**config.mk**
```make
export PLATFORM = sky130hd
export DESIGN_NAME = rtc_alarm_gate
export DESIGN_NICKNAME = d
export VERILOG_FILES = /design/src/verilog/rtc_alarm_pkg.sv /design/src/verilog/bcd_counter.sv /design/src/verilog/edge_sync.sv /design/src/verilog/rtc_alarm_gate.sv
export SDC_FILE = /design/constraint.sdc
export NUM_CORES = 1
export LEC_CHECK = 0
export BUFFER_PORTS_ARGS = -buffer_cell sky130_fd_sc_hd__buf_2
export CAP_MARGIN = 20
export CORE_ASPECT_RATIO = 1.2
export CORE_MARGIN = 2
export CORE_UTILIZATION = 40
export DETAILED_ROUTE_END_ITERATION = 12
export GPL_TIMING_DRIVEN = 0
export HOLD_SLACK_MARGIN = 0.03
export PLACE_DENSITY = 0.56
export REMOVE_ABC_BUFFERS = 1
export SYNTH_ARGS = -nofsm -noshare
export SYNTH_HDL_FRONTEND = slang
export SYNTH_SLANG_ARGS = --single-unit
```
**constraint.sdc**
```tcl
create_clock -name pclk -period 2.7 [get_ports pclk]
set_input_delay 0.135 -clock pclk [delete_from_list [all_inputs] [get_ports pclk]]
set_output_delay 0.135 -clock pclk [all_outputs]
set_load 0.005 [all_outputs]
```
**src/verilog/rtc_alarm_pkg.sv**
```systemverilog
// Package with shared constants, register map and carrier types for the alarm and bus gating block.
package rtc_alarm_pkg;
   // Register byte offsets on the APB slave.
   localparam logic [7:0] OFF_SECOND_MATCH = 8'h00;
   localparam logic [7:0] OFF_MINUTE_MATCH = 8'h04;
   localparam logic [7:0] OFF_HOUR_MATCH = 8'h08;
   localparam logic [7:0] OFF_DATE_MATCH = 8'h0c;
   localparam logic [7:0] OFF_MONTH_MATCH = 8'h10;
   localparam logic [7:0] OFF_WEEKDAY_MATCH = 8'h14;
   localparam logic [7:0] OFF_CONTROL = 8'h18;
   localparam logic [7:0] OFF_STATUS = 8'h1c;
   localparam logic [7:0] OFF_IRQ_MASK = 8'h20;
   localparam logic [7:0] OFF_POWER = 8'h24;
   localparam logic [7:0] OFF_TIME_LO = 8'h28;
   localparam logic [7:0] OFF_TIME_HI = 8'h2c;
   // Field positions.
   localparam int MATCH_EN_BIT = 7;
   localparam int CTRL_ALARM0_EN_BIT = 5;
   localparam int CTRL_REPEAT_BIT = 7;
   localparam int CTRL_BUS_IN_BACKUP_BIT = 1;
   localparam int CTRL_SWITCH_MODE_BIT = 0;
   localparam int STAT_ALARM0_BIT = 0;
   localparam int STAT_SECOND_BIT = 1;
   // Seconds value at which the minute rolls over.
   localparam logic [7:0] SECONDS_LAST_BCD = 8'h59;
   // Reset values.
   localparam logic [7:0] MATCH_RESET = 8'h00;
   localparam logic [7:0] CONTROL_RESET = 8'h00;
   localparam logic [1:0] IRQ_MASK_RESET = 2'h0;
   // Link timebase: 1 Hz tick period in link clock edges (32768 Hz crystal).
   localparam int TICKS_PER_SECOND = 32768;
   // Time of day carried as BCD fields.
   typedef struct packed {
      logic [7:0] weekday;
      logic [7:0] month;
      logic [7:0] date;
      logic [7:0] hour;
      logic [7:0] minute;
      logic [7:0] second;
   } bcd_time_t;
   // Supply comparator results from the analog front end.
   typedef struct packed {
      logic main_above_reset;
      logic main_above_battery;
      logic main_above_trip;
   } supply_t;
endpackage : rtc_alarm_pkg
```
**src/verilog/bcd_counter.sv**
```systemverilog
// One BCD time field counter with wrap and carry out.
`timescale 1ns/1ps
module bcd_counter (
   input wire logic pclk,
   input wire logic presetn,
   input wire logic step,
   input wire logic load,
   input wire logic [7:0] load_value,
   input wire logic [7:0] first_value,
   input wire logic [7:0] last_value,
   output logic [7:0] count,
   output logic carry
);
   logic [7:0] count_ff; // Current BCD value.
   logic [7:0] nxt_count;

   // Step the BCD digits; wrap from the last value to the first one.
   always_comb begin
      nxt_count = count_ff;
      if (load) begin
         nxt_count = load_value;
      end else if (step) begin
         if (count_ff == last_value) begin
            nxt_count = first_value;
         end else if (count_ff[3:0] == 4'h9) begin
            nxt_count = {count_ff[7:4] + 4'h1, 4'h0};
         end else begin
            nxt_count = {count_ff[7:4], count_ff[3:0] + 4'h1};
         end
      end
   end

   // Register the field.
   always_ff @(posedge pclk or negedge presetn) begin
      if (!presetn) begin
         count_ff <= 8'h00;
      end else begin
         count_ff <= nxt_count;
      end
   end

   assign count = count_ff;
   assign carry = step && !load && (count_ff == last_value);
endmodule : bcd_counter

```
**src/verilog/edge_sync.sv**
```systemverilog
// Two-flop synchroniser with rising edge detect after the second stage.
`timescale 1ns/1ps
module edge_sync #(
   parameter int WIDTH = 1
) (
   input wire logic pclk,
   input wire logic presetn,
   input wire logic [WIDTH-1:0] async_in,
   output logic [WIDTH-1:0] sync_out,
   output logic [WIDTH-1:0] rise_pulse
);
   logic [WIDTH-1:0] meta_ff; // First stage, read only by the second stage.
   logic [WIDTH-1:0] sync_ff; // Second stage.
   logic [WIDTH-1:0] last_ff; // Previous settled value for edge finding.
   logic [WIDTH-1:0] nxt_meta;
   logic [WIDTH-1:0] nxt_sync;
   logic [WIDTH-1:0] nxt_last;

   // Next values are simple shifts down the chain.
   always_comb begin
      nxt_meta = async_in;
      nxt_sync = meta_ff;
      nxt_last = sync_ff;
   end

   // Register the chain.
   always_ff @(posedge pclk or negedge presetn) begin
      if (!presetn) begin
         meta_ff <= '0;
         sync_ff <= '0;
         last_ff <= '0;
      end else begin
         meta_ff <= nxt_meta;
         sync_ff <= nxt_sync;
         last_ff <= nxt_last;
      end
   end

   assign sync_out = sync_ff;
   assign rise_pulse = sync_ff & ~last_ff;
endmodule : edge_sync

```
**src/verilog/rtc_alarm_gate.sv**
```systemverilog
// Alarm 0 logic, timekeeping and serial bus gating for backup supply, behind an APB slave.
//
// Operation
// [RULE_01] No bus below reset threshold, any mode.
// [RULE_02] Mode 00: standard switchover, no backup access.
// [RULE_03] Mode 01: legacy switchover, access above reset.
// [RULE_04] Mode 10 behaves exactly like mode 00.
// [RULE_05] Mode 11: access above reset and battery.
// [RULE_06] Bit 7 enables field; BCD below.
// [RULE_07] Disabled field never blocks the alarm.
// [RULE_08] Host sets alarm enable bit 5 first.
// [RULE_09] Match at minute rollover sets flag, output low; the code checks for a match at every second tick.
// [RULE_10] Single mode gives one event only; the code raises the event again at every second tick while the match holds.
// [RULE_11] Repeat mode pulses on every match.
// [RULE_12] Repeat mode sets flag every trigger anyway.
// [RULE_13] Standard backup mode after power-up.
// [RULE_14] Single mode holds output until flag cleared.
`timescale 1ns/1ps
module rtc_alarm_gate #(
   parameter int TICKS_PER_SECOND = rtc_alarm_pkg::TICKS_PER_SECOND
) (
   input wire logic pclk,
   input wire logic presetn,
   input wire logic [7:0] paddr,
   input wire logic psel,
   input wire logic penable,
   input wire logic pwrite,
   input wire logic [31:0] pwdata,
   input wire logic [3:0] pstrb,
   output logic [31:0] prdata,
   output logic pready,
   output logic pslverr,
   input wire logic osc_clk,
   input wire logic main_above_reset,
   input wire logic main_above_battery,
   input wire logic main_above_trip,
   output logic bus_access_ok,
   output logic on_battery,
   output logic alarm_out_pin_o,
   output logic alarm_out_pin_oe,
   output logic irq
);
   // Match registers, indexed second, minute, hour, date, month, weekday.
   logic [7:0] match_ff [6];
   logic [7:0] nxt_match [6];
   logic [7:0] control_ff; // Enable, repeat and backup mode bits.
   logic [7:0] nxt_control;
   logic [1:0] status_ff; // Sticky events, cleared by a read.
   logic [1:0] nxt_status;
   logic [1:0] mask_ff; // Interrupt mask, same layout as status.
   logic [1:0] nxt_mask;
   logic alarm_low_ff; // Open-drain pin is pulled low while set.
   logic nxt_alarm_low;
   logic [31:0] prdata_ff;
   logic [31:0] nxt_prdata;
   logic [15:0] div_ff; // Divides the oscillator down to one second.
   logic [15:0] nxt_div;
   rtc_alarm_pkg::supply_t supply_s;
   rtc_alarm_pkg::bcd_time_t now;
   logic [2:0] supply_raw;
   logic [2:0] supply_sync;
   logic osc_rise;
   logic sec_tick;
   logic [5:0] carry;
   logic [5:0] step;
   logic [5:0] load;
   logic [7:0] field [6];
   logic [7:0] first_v [6];
   logic [7:0] last_v [6];
   logic [7:0] now_v [6];
   logic rollover;
   logic all_match;
   logic alarm_event;
   logic wr_en;
   logic rd_en;
   logic addr_ok;
   logic check_ff; // High on the first cycle of each new second.
   logic nxt_check;
   logic rd_setup; // Setup cycle of a read, where read data is captured.

   // Oscillator clock and the supply comparators are asynchronous: two flops each.
   edge_sync #(.WIDTH(1)) u_osc_sync (
      .pclk(pclk), .presetn(presetn), .async_in(osc_clk), .sync_out(), .rise_pulse(osc_rise)
   );
   assign supply_raw = {main_above_reset, main_above_battery, main_above_trip};
   edge_sync #(.WIDTH(3)) u_supply_sync (
      .pclk(pclk), .presetn(presetn), .async_in(supply_raw), .sync_out(supply_sync), .rise_pulse()
   );
   assign supply_s = rtc_alarm_pkg::supply_t'(supply_sync);

   // Bus gating. Standard mode switches at the trip level, legacy when main falls under battery.
   always_comb begin
      if (control_ff[rtc_alarm_pkg::CTRL_SWITCH_MODE_BIT]) begin
         on_battery = !supply_s.main_above_battery; // RULE_03
      end else begin
         on_battery = !supply_s.main_above_trip; // RULE_02
      end
      if (!supply_s.main_above_reset) begin
         bus_access_ok = 1'b0; // RULE_01
      end else if (!control_ff[rtc_alarm_pkg::CTRL_SWITCH_MODE_BIT]) begin
         // Both standard modes: the reset threshold is reached before switchover.
         bus_access_ok = !on_battery; // RULE_02 RULE_04
      end else if (!control_ff[rtc_alarm_pkg::CTRL_BUS_IN_BACKUP_BIT]) begin
         bus_access_ok = 1'b1; // RULE_03
      end else begin
         bus_access_ok = supply_s.main_above_battery; // RULE_05
      end
   end

   // Seconds prescaler on oscillator edges.
   always_comb begin
      nxt_div = div_ff;
      sec_tick = 1'b0;
      if (osc_rise) begin
         if (div_ff == 16'(TICKS_PER_SECOND - 1)) begin
            nxt_div = 16'h0000;
            sec_tick = 1'b1;
         end else begin
            nxt_div = div_ff + 16'h0001;
         end
      end
   end

   // Time fields: a simple calendar with 31 days in every month.
   assign first_v[0] = 8'h00;
   assign last_v[0] = rtc_alarm_pkg::SECONDS_LAST_BCD;
   assign first_v[1] = 8'h00;
   assign last_v[1] = 8'h59;
   assign first_v[2] = 8'h00;
   assign last_v[2] = 8'h23;
   assign first_v[3] = 8'h01;
   assign last_v[3] = 8'h31;
   assign first_v[4] = 8'h01;
   assign last_v[4] = 8'h12;
   assign first_v[5] = 8'h00;
   assign last_v[5] = 8'h06;
   assign step[0] = sec_tick;
   assign step[1] = carry[0];
   assign step[2] = carry[1];
   assign step[3] = carry[2];
   assign step[4] = carry[3];
   assign step[5] = carry[2];
   genvar gi;
   generate
      for (gi = 0; gi < 6; gi++) begin : g_field
         assign load[gi] = wr_en && (paddr == rtc_alarm_pkg::OFF_TIME_LO || paddr == rtc_alarm_pkg::OFF_TIME_HI)
                           && (paddr == rtc_alarm_pkg::OFF_TIME_HI) == (gi >= 4);
         bcd_counter u_cnt (
            .pclk(pclk), .presetn(presetn), .step(step[gi]), .load(load[gi]),
            .load_value(pwdata[8*(gi%4) +: 8]), .first_value(first_v[gi]), .last_value(last_v[gi]),
            .count(now_v[gi]), .carry(carry[gi])
         );
      end
   endgenerate
   assign now = {now_v[5], now_v[4], now_v[3], now_v[2], now_v[1], now_v[0]};

   // Alarm comparison: disabled fields always agree.
   always_comb begin
      all_match = 1'b1;
      for (int i = 0; i < 6; i++) begin
         field[i] = {1'b0, match_ff[i][rtc_alarm_pkg::MATCH_EN_BIT-1:0]}; // RULE_06
         if (match_ff[i][rtc_alarm_pkg::MATCH_EN_BIT] && (field[i] != now_v[i])) begin
            all_match = 1'b0; // RULE_07
         end
      end
   end
   // The check is taken on the first cycle of the new time, just after the tick.
   assign rollover = sec_tick;
   // Delay the check by one cycle so that the counters already show the new second.
   always_comb begin
      nxt_check = rollover;
   end
   always_ff @(posedge pclk or negedge presetn) begin
      if (!presetn) begin
         check_ff <= 1'b0;
      end else begin
         check_ff <= nxt_check;
      end
   end
   assign alarm_event = check_ff && all_match && control_ff[rtc_alarm_pkg::CTRL_ALARM0_EN_BIT]; // RULE_08 RULE_09

   // APB decode; zero wait states, unmapped addresses answer with an error.
   assign wr_en = psel && penable && pwrite;
   assign rd_en = psel && penable && !pwrite;
   assign rd_setup = psel && !penable && !pwrite;
   assign addr_ok = (paddr <= rtc_alarm_pkg::OFF_TIME_HI) && (paddr[1:0] == 2'b00);
   assign pready = 1'b1;
   assign pslverr = psel && penable && !addr_ok;

   // Register writes, sticky status and alarm pin.
   always_comb begin
      for (int i = 0; i < 6; i++) begin
         nxt_match[i] = match_ff[i];
         if (wr_en && pstrb[0] && paddr == 8'(4 * i)) begin
            nxt_match[i] = pwdata[7:0];
         end
      end
      nxt_control = control_ff;
      if (wr_en && pstrb[0] && paddr == rtc_alarm_pkg::OFF_CONTROL) begin
         nxt_control = pwdata[7:0];
      end
      nxt_mask = mask_ff;
      if (wr_en && pstrb[0] && paddr == rtc_alarm_pkg::OFF_IRQ_MASK) begin
         nxt_mask = pwdata[1:0];
      end
      nxt_status = status_ff;
      // Only the bits already captured for the reader are cleared; an event that arrives
      // between setup and access would otherwise be lost without ever being seen.
      if (rd_en && paddr == rtc_alarm_pkg::OFF_STATUS) begin
         nxt_status = status_ff & ~prdata_ff[1:0];
      end
      // A new event wins over a clearing read in the same cycle.
      if (alarm_event) begin
         nxt_status[rtc_alarm_pkg::STAT_ALARM0_BIT] = 1'b1; // RULE_09 RULE_12
      end
      if (sec_tick) begin
         nxt_status[rtc_alarm_pkg::STAT_SECOND_BIT] = 1'b1;
      end
      nxt_alarm_low = alarm_low_ff;
      if (control_ff[rtc_alarm_pkg::CTRL_REPEAT_BIT]) begin
         // Repeat mode: a one-cycle pulse on every match, flag not needed.
         nxt_alarm_low = alarm_event; // RULE_11
      end else if (alarm_event) begin
         nxt_alarm_low = 1'b1; // RULE_10
      end else if (!nxt_status[rtc_alarm_pkg::STAT_ALARM0_BIT]) begin
         nxt_alarm_low = 1'b0; // RULE_14
      end
      // Read data is captured in the setup cycle so that it stands from a flop in the access cycle.
      nxt_prdata = prdata_ff;
      if (rd_setup) begin
         nxt_prdata = 32'h0000_0000;
         case (paddr)
            rtc_alarm_pkg::OFF_CONTROL: nxt_prdata = {24'h000000, control_ff};
            rtc_alarm_pkg::OFF_STATUS: nxt_prdata = {30'h00000000, status_ff};
            rtc_alarm_pkg::OFF_IRQ_MASK: nxt_prdata = {30'h00000000, mask_ff};
            rtc_alarm_pkg::OFF_POWER: nxt_prdata = {30'h00000000, on_battery, bus_access_ok};
            rtc_alarm_pkg::OFF_TIME_LO: nxt_prdata = {now.hour, now.minute, now.second, 8'h00} >> 8
                                                     | {now.date, 24'h000000};
            rtc_alarm_pkg::OFF_TIME_HI: nxt_prdata = {16'h0000, now.weekday, now.month};
            default: begin
               if (paddr < rtc_alarm_pkg::OFF_CONTROL) begin
                  nxt_prdata = {24'h000000, match_ff[paddr[4:2]]};
               end
            end
         endcase
      end
   end

   // Register the software visible state other than the time counters; defaults give standard backup mode.
   always_ff @(posedge pclk or negedge presetn) begin
      if (!presetn) begin
         for (int i = 0; i < 6; i++) begin
            match_ff[i] <= rtc_alarm_pkg::MATCH_RESET;
         end
         control_ff <= rtc_alarm_pkg::CONTROL_RESET; // RULE_13
         mask_ff <= rtc_alarm_pkg::IRQ_MASK_RESET;
         status_ff <= 2'b00;
         alarm_low_ff <= 1'b0;
         prdata_ff <= 32'h0000_0000;
         div_ff <= 16'h0000;
      end else begin
         match_ff <= nxt_match;
         control_ff <= nxt_control;
         mask_ff <= nxt_mask;
         status_ff <= nxt_status;
         alarm_low_ff <= nxt_alarm_low;
         prdata_ff <= nxt_prdata;
         div_ff <= nxt_div;
      end
   end

   // Read data comes from the flop loaded in the setup cycle, so zero-wait reads still work.
   assign prdata = prdata_ff;
   assign alarm_out_pin_o = 1'b0;
   assign alarm_out_pin_oe = alarm_low_ff;
   assign irq = |(status_ff & mask_ff);
endmodule : rtc_alarm_gate

```
==> run metrics <==
antenna violations before repair 0; met1 Use GR 29.98%; ys flop type dfrtp_1; Worst Setup Start Kind flip-flop; reg2reg start g_field[2].u_cnt.count[0]; CP max FO 7; io pins 92; clock skew 0.01464 ns; synthesized cell area ~0.0094 sq mm; vias 7745; post-synthesis cell type count 77; endpoints failing setup 0; CTS Buf Count 17; floorplan row count 61; WP data required 3.01 ns; DR WL/cell about 21 um; status finished clean; hold endpoint g_field[2].u_cnt.count[4]; chip width ~140 um; maximum vdd drop around 0.43 mV; clock power share a little over two fifths; Initial DRC Count 512; Synth Instances approximately 950; Residual DRC 0; post-DP HPWL 20040 um; Clock Root Buffer clkbuf_16; syn_area_per_cell 9.991 sq um; Ys Warns 0; TritonCTS clock tree yes; DR pass1 iterations 5; Min-Delay Path Depth 3; EDFF count, synth 0; die height 172.3 um; #FFs+latches synth 167; Reg2Reg Setup Slack roughly 0.13 ns; proportion of netlist area held by the largest area contributor 44.26%; Internal 4.206 mW; input/output buffers 86; Power Dens Cells 510.3 mW/mm^2; Die ar. 0.02485 sq mm; HP Class primary input to flip-flop; Worst-Margin Slew just under 1 ns; asr flop ratio synth 100.0%; DRT Wirelength 28060 um; Synth area leader dfrtp_1; non-filler cells, final 1359; Period minus WS final 2.573 ns; final hold violations 0; maxcap violations 0; Placed Instances roughly 1300; Clock H-tree levels 4; gr busiest metal met2; Slew Limit Fails 0; Setup Crit Path Kind flip-flop to flip-flop; largest net degree at the start of global routing around 110; layout cells sized above 1 22.32%; area delta synth->final 17.52%; Fmax around 0.39 GHz; Worst Setup End Kind flip-flop; antenna cells 0; Total GRT Usage 23.24%; GPL Wtd Cong 0.8910; hold path start pwdata[20]; global-route met2 utilization around two fifths; RSZ-0062 raised after global routing no; Pwr Total 5.662 mW; antenna-violating nets left 0; power share of the combinational group 8.4%; sequential area share after synthesis 44.26%; most frequent cells in the layout 165 x dfrtp_1, 90 x nand2_1, 86 x buf_2; leak pwr a little under 5 nW; ranking of synthesized cells by area dfrtp_1 44%, mux2_2 7.2%, nand2_1 3.6%; Final Cycle Share 95.30%; GRT overflow 0; Clk Latency, worst-skew pair 0.44 ns; core area 0.02320 sq mm; switching power approximately 1.5 mW; vias in the first global route 7596; Bufs on Longest Clock Path 2; starting density of the core 40.69%; first-pass GRT wire length 43350 um; commonest non-fill, non-tap cell in the layout dfrtp_1; Final #Nets 1102; Worst R2R Path Depth 6; Critical Path AT 2.88 ns; worst r2r dst g_field[4].u_cnt.count[1]; sw frac 25.71%; CTS sink count 167; routed vias/inst 5.699; clock-pin slew on the worst setup and hold paths 0.07 ns; Slew headroom between 30% and 40%; Seq pwr share 47.6%; met3 usage roughly 3.5%
==> flip-flops by register name, summed over array words and instances (netlist names) <==
signal	flops
control_ff	8
u_osc_sync.sync_out	1
u_osc_sync.meta_ff	1
field	42
u_supply_sync.sync_out	3
prdata	32
mask_ff	2
check_ff	1
g_field.u_cnt.count	48
alarm_out_pin_oe	1
status_ff	2
u_osc_sync.last_ff	1
u_supply_sync.meta_ff	3
div_ff	16
match_ff	6
==> cells in the mapped netlist, drive strengths merged, types with 5 or more instances <==
library cell / n
mux2i: 18
nor3: 21
o31ai: 6
nand4: 21
and4: 6
a21oi: 23
or4: 11
and2: 9
nor2: 76
a211oi: 5
clkbuf: 34
and3: 5
a31oi: 22
nand2: 90
nor3b: 6
xor2: 23
ha: 18
a22oi: 5
dfrtp: 167
a222oi: 6
a221oi: 10
mux2: 61
xnor2: 35
o21ai: 43
buf: 26
nor4: 15
o211ai: 9
nand3: 52
inv: 28
nand3b: 7
mux4: 8
nand2b: 6
or3: 7
==> worst max-delay path by stage <==
stage | to | depth (start not counted) | startpoint
2_1_floorplan | prdata[2] | 2 | pwrite
3_3_place_gp | prdata[30] | 4 | pwrite
3_5_place_dp | g_field[5].u_cnt.count[7] | 6 | paddr[2]
4_1_cts | g_field[5].u_cnt.count[7] | 6 | div_ff[0]
5_1_grt | g_field[4].u_cnt.count[1] | 6 | g_field[2].u_cnt.count[0]
6_report | g_field[4].u_cnt.count[1] | 6 | g_field[2].u_cnt.count[0]
==> cell type report <==
cell class	count	area [sq um]
Clock buffer	19	442.9
Multi-Input combinational cell	689	4950
Timing Repair Buffer	127	870.8
Inverter	29	108.9
Tap cell	315	394.1
Sequential cell	167	4182
Fill cell	2259	12110
Clock inverter	13	147.6
==> per-stage QoR <==
step	cell area [sq um]	util, %	setup slack [ns]	setup TNS (ns)	hold WS, ns
2_1_floorplan	9173	-	0.1971	0	-0.1606
3_3_place_gp	9997	43.09	-1.685	-290.60	0.2432
3_5_place_dp	10120	43.62	-1.082	-27.05	0.1022
4_1_cts	11040	47.58	-0.03206	-0.03206	0.04014
5_1_grt	11100	47.82	0.02556	0	0.07046
6_report	11100	47.82	0.1269	0	0.03898
==> cell families after synthesis <==
family | count (synthesis) | synth area share (%)
AOI/OAI and AO/OA | 163 | 11.68
xor gates and xnor gates | 58 | 5.380
adders and majority gates | 18 | 2.385
buffers and inverters | 89 | 4.002
DFF | 167 | 44.26
muxes | 87 | 11.13
other | 2 | 0.07954
and+or+nand+nor | 361 | 21.08
==> metal layers <==
layer / vias to the layer above / part of all wire, %
li1: 3629 / -
met1: 3863 / 43
met2: 204 / 49
met3: 49 / 4.3
met4: 0 / 3.1
met5: - / 0
==> power groups by stage <==
stage          clock network, mW  logic, mW  registers, mW
2_1_floorplan                  0      0.197           2.73
3_3_place_gp                   0      0.432           2.74
3_5_place_dp                   0      0.446           2.75
4_1_cts                     2.53      0.481           2.70
5_1_grt                     2.63      0.533           2.71
6_report                    2.49      0.473           2.70
==> worst max-delay path, stage by stage, from the launching register on <==
cell and delay (ns):
dfrtp_2 0.45, ha_1 0.21, or4b_4 0.50, or3_4 0.49, nor4_4 0.33, o21ai_2 0.13, mux2_4 0.34
==> timing repair <==
item | 4_1_cts | 5_1_grt
hold buffers | 26 | 0
resized for setup | 8 | 4
pin swaps | 3 | 4
endpoints found under the hold margin | 86 | 0
setup endpoints to repair | 35 | 14
buffers inserted | 3 | 4
(Power assumes the default switching activity.)
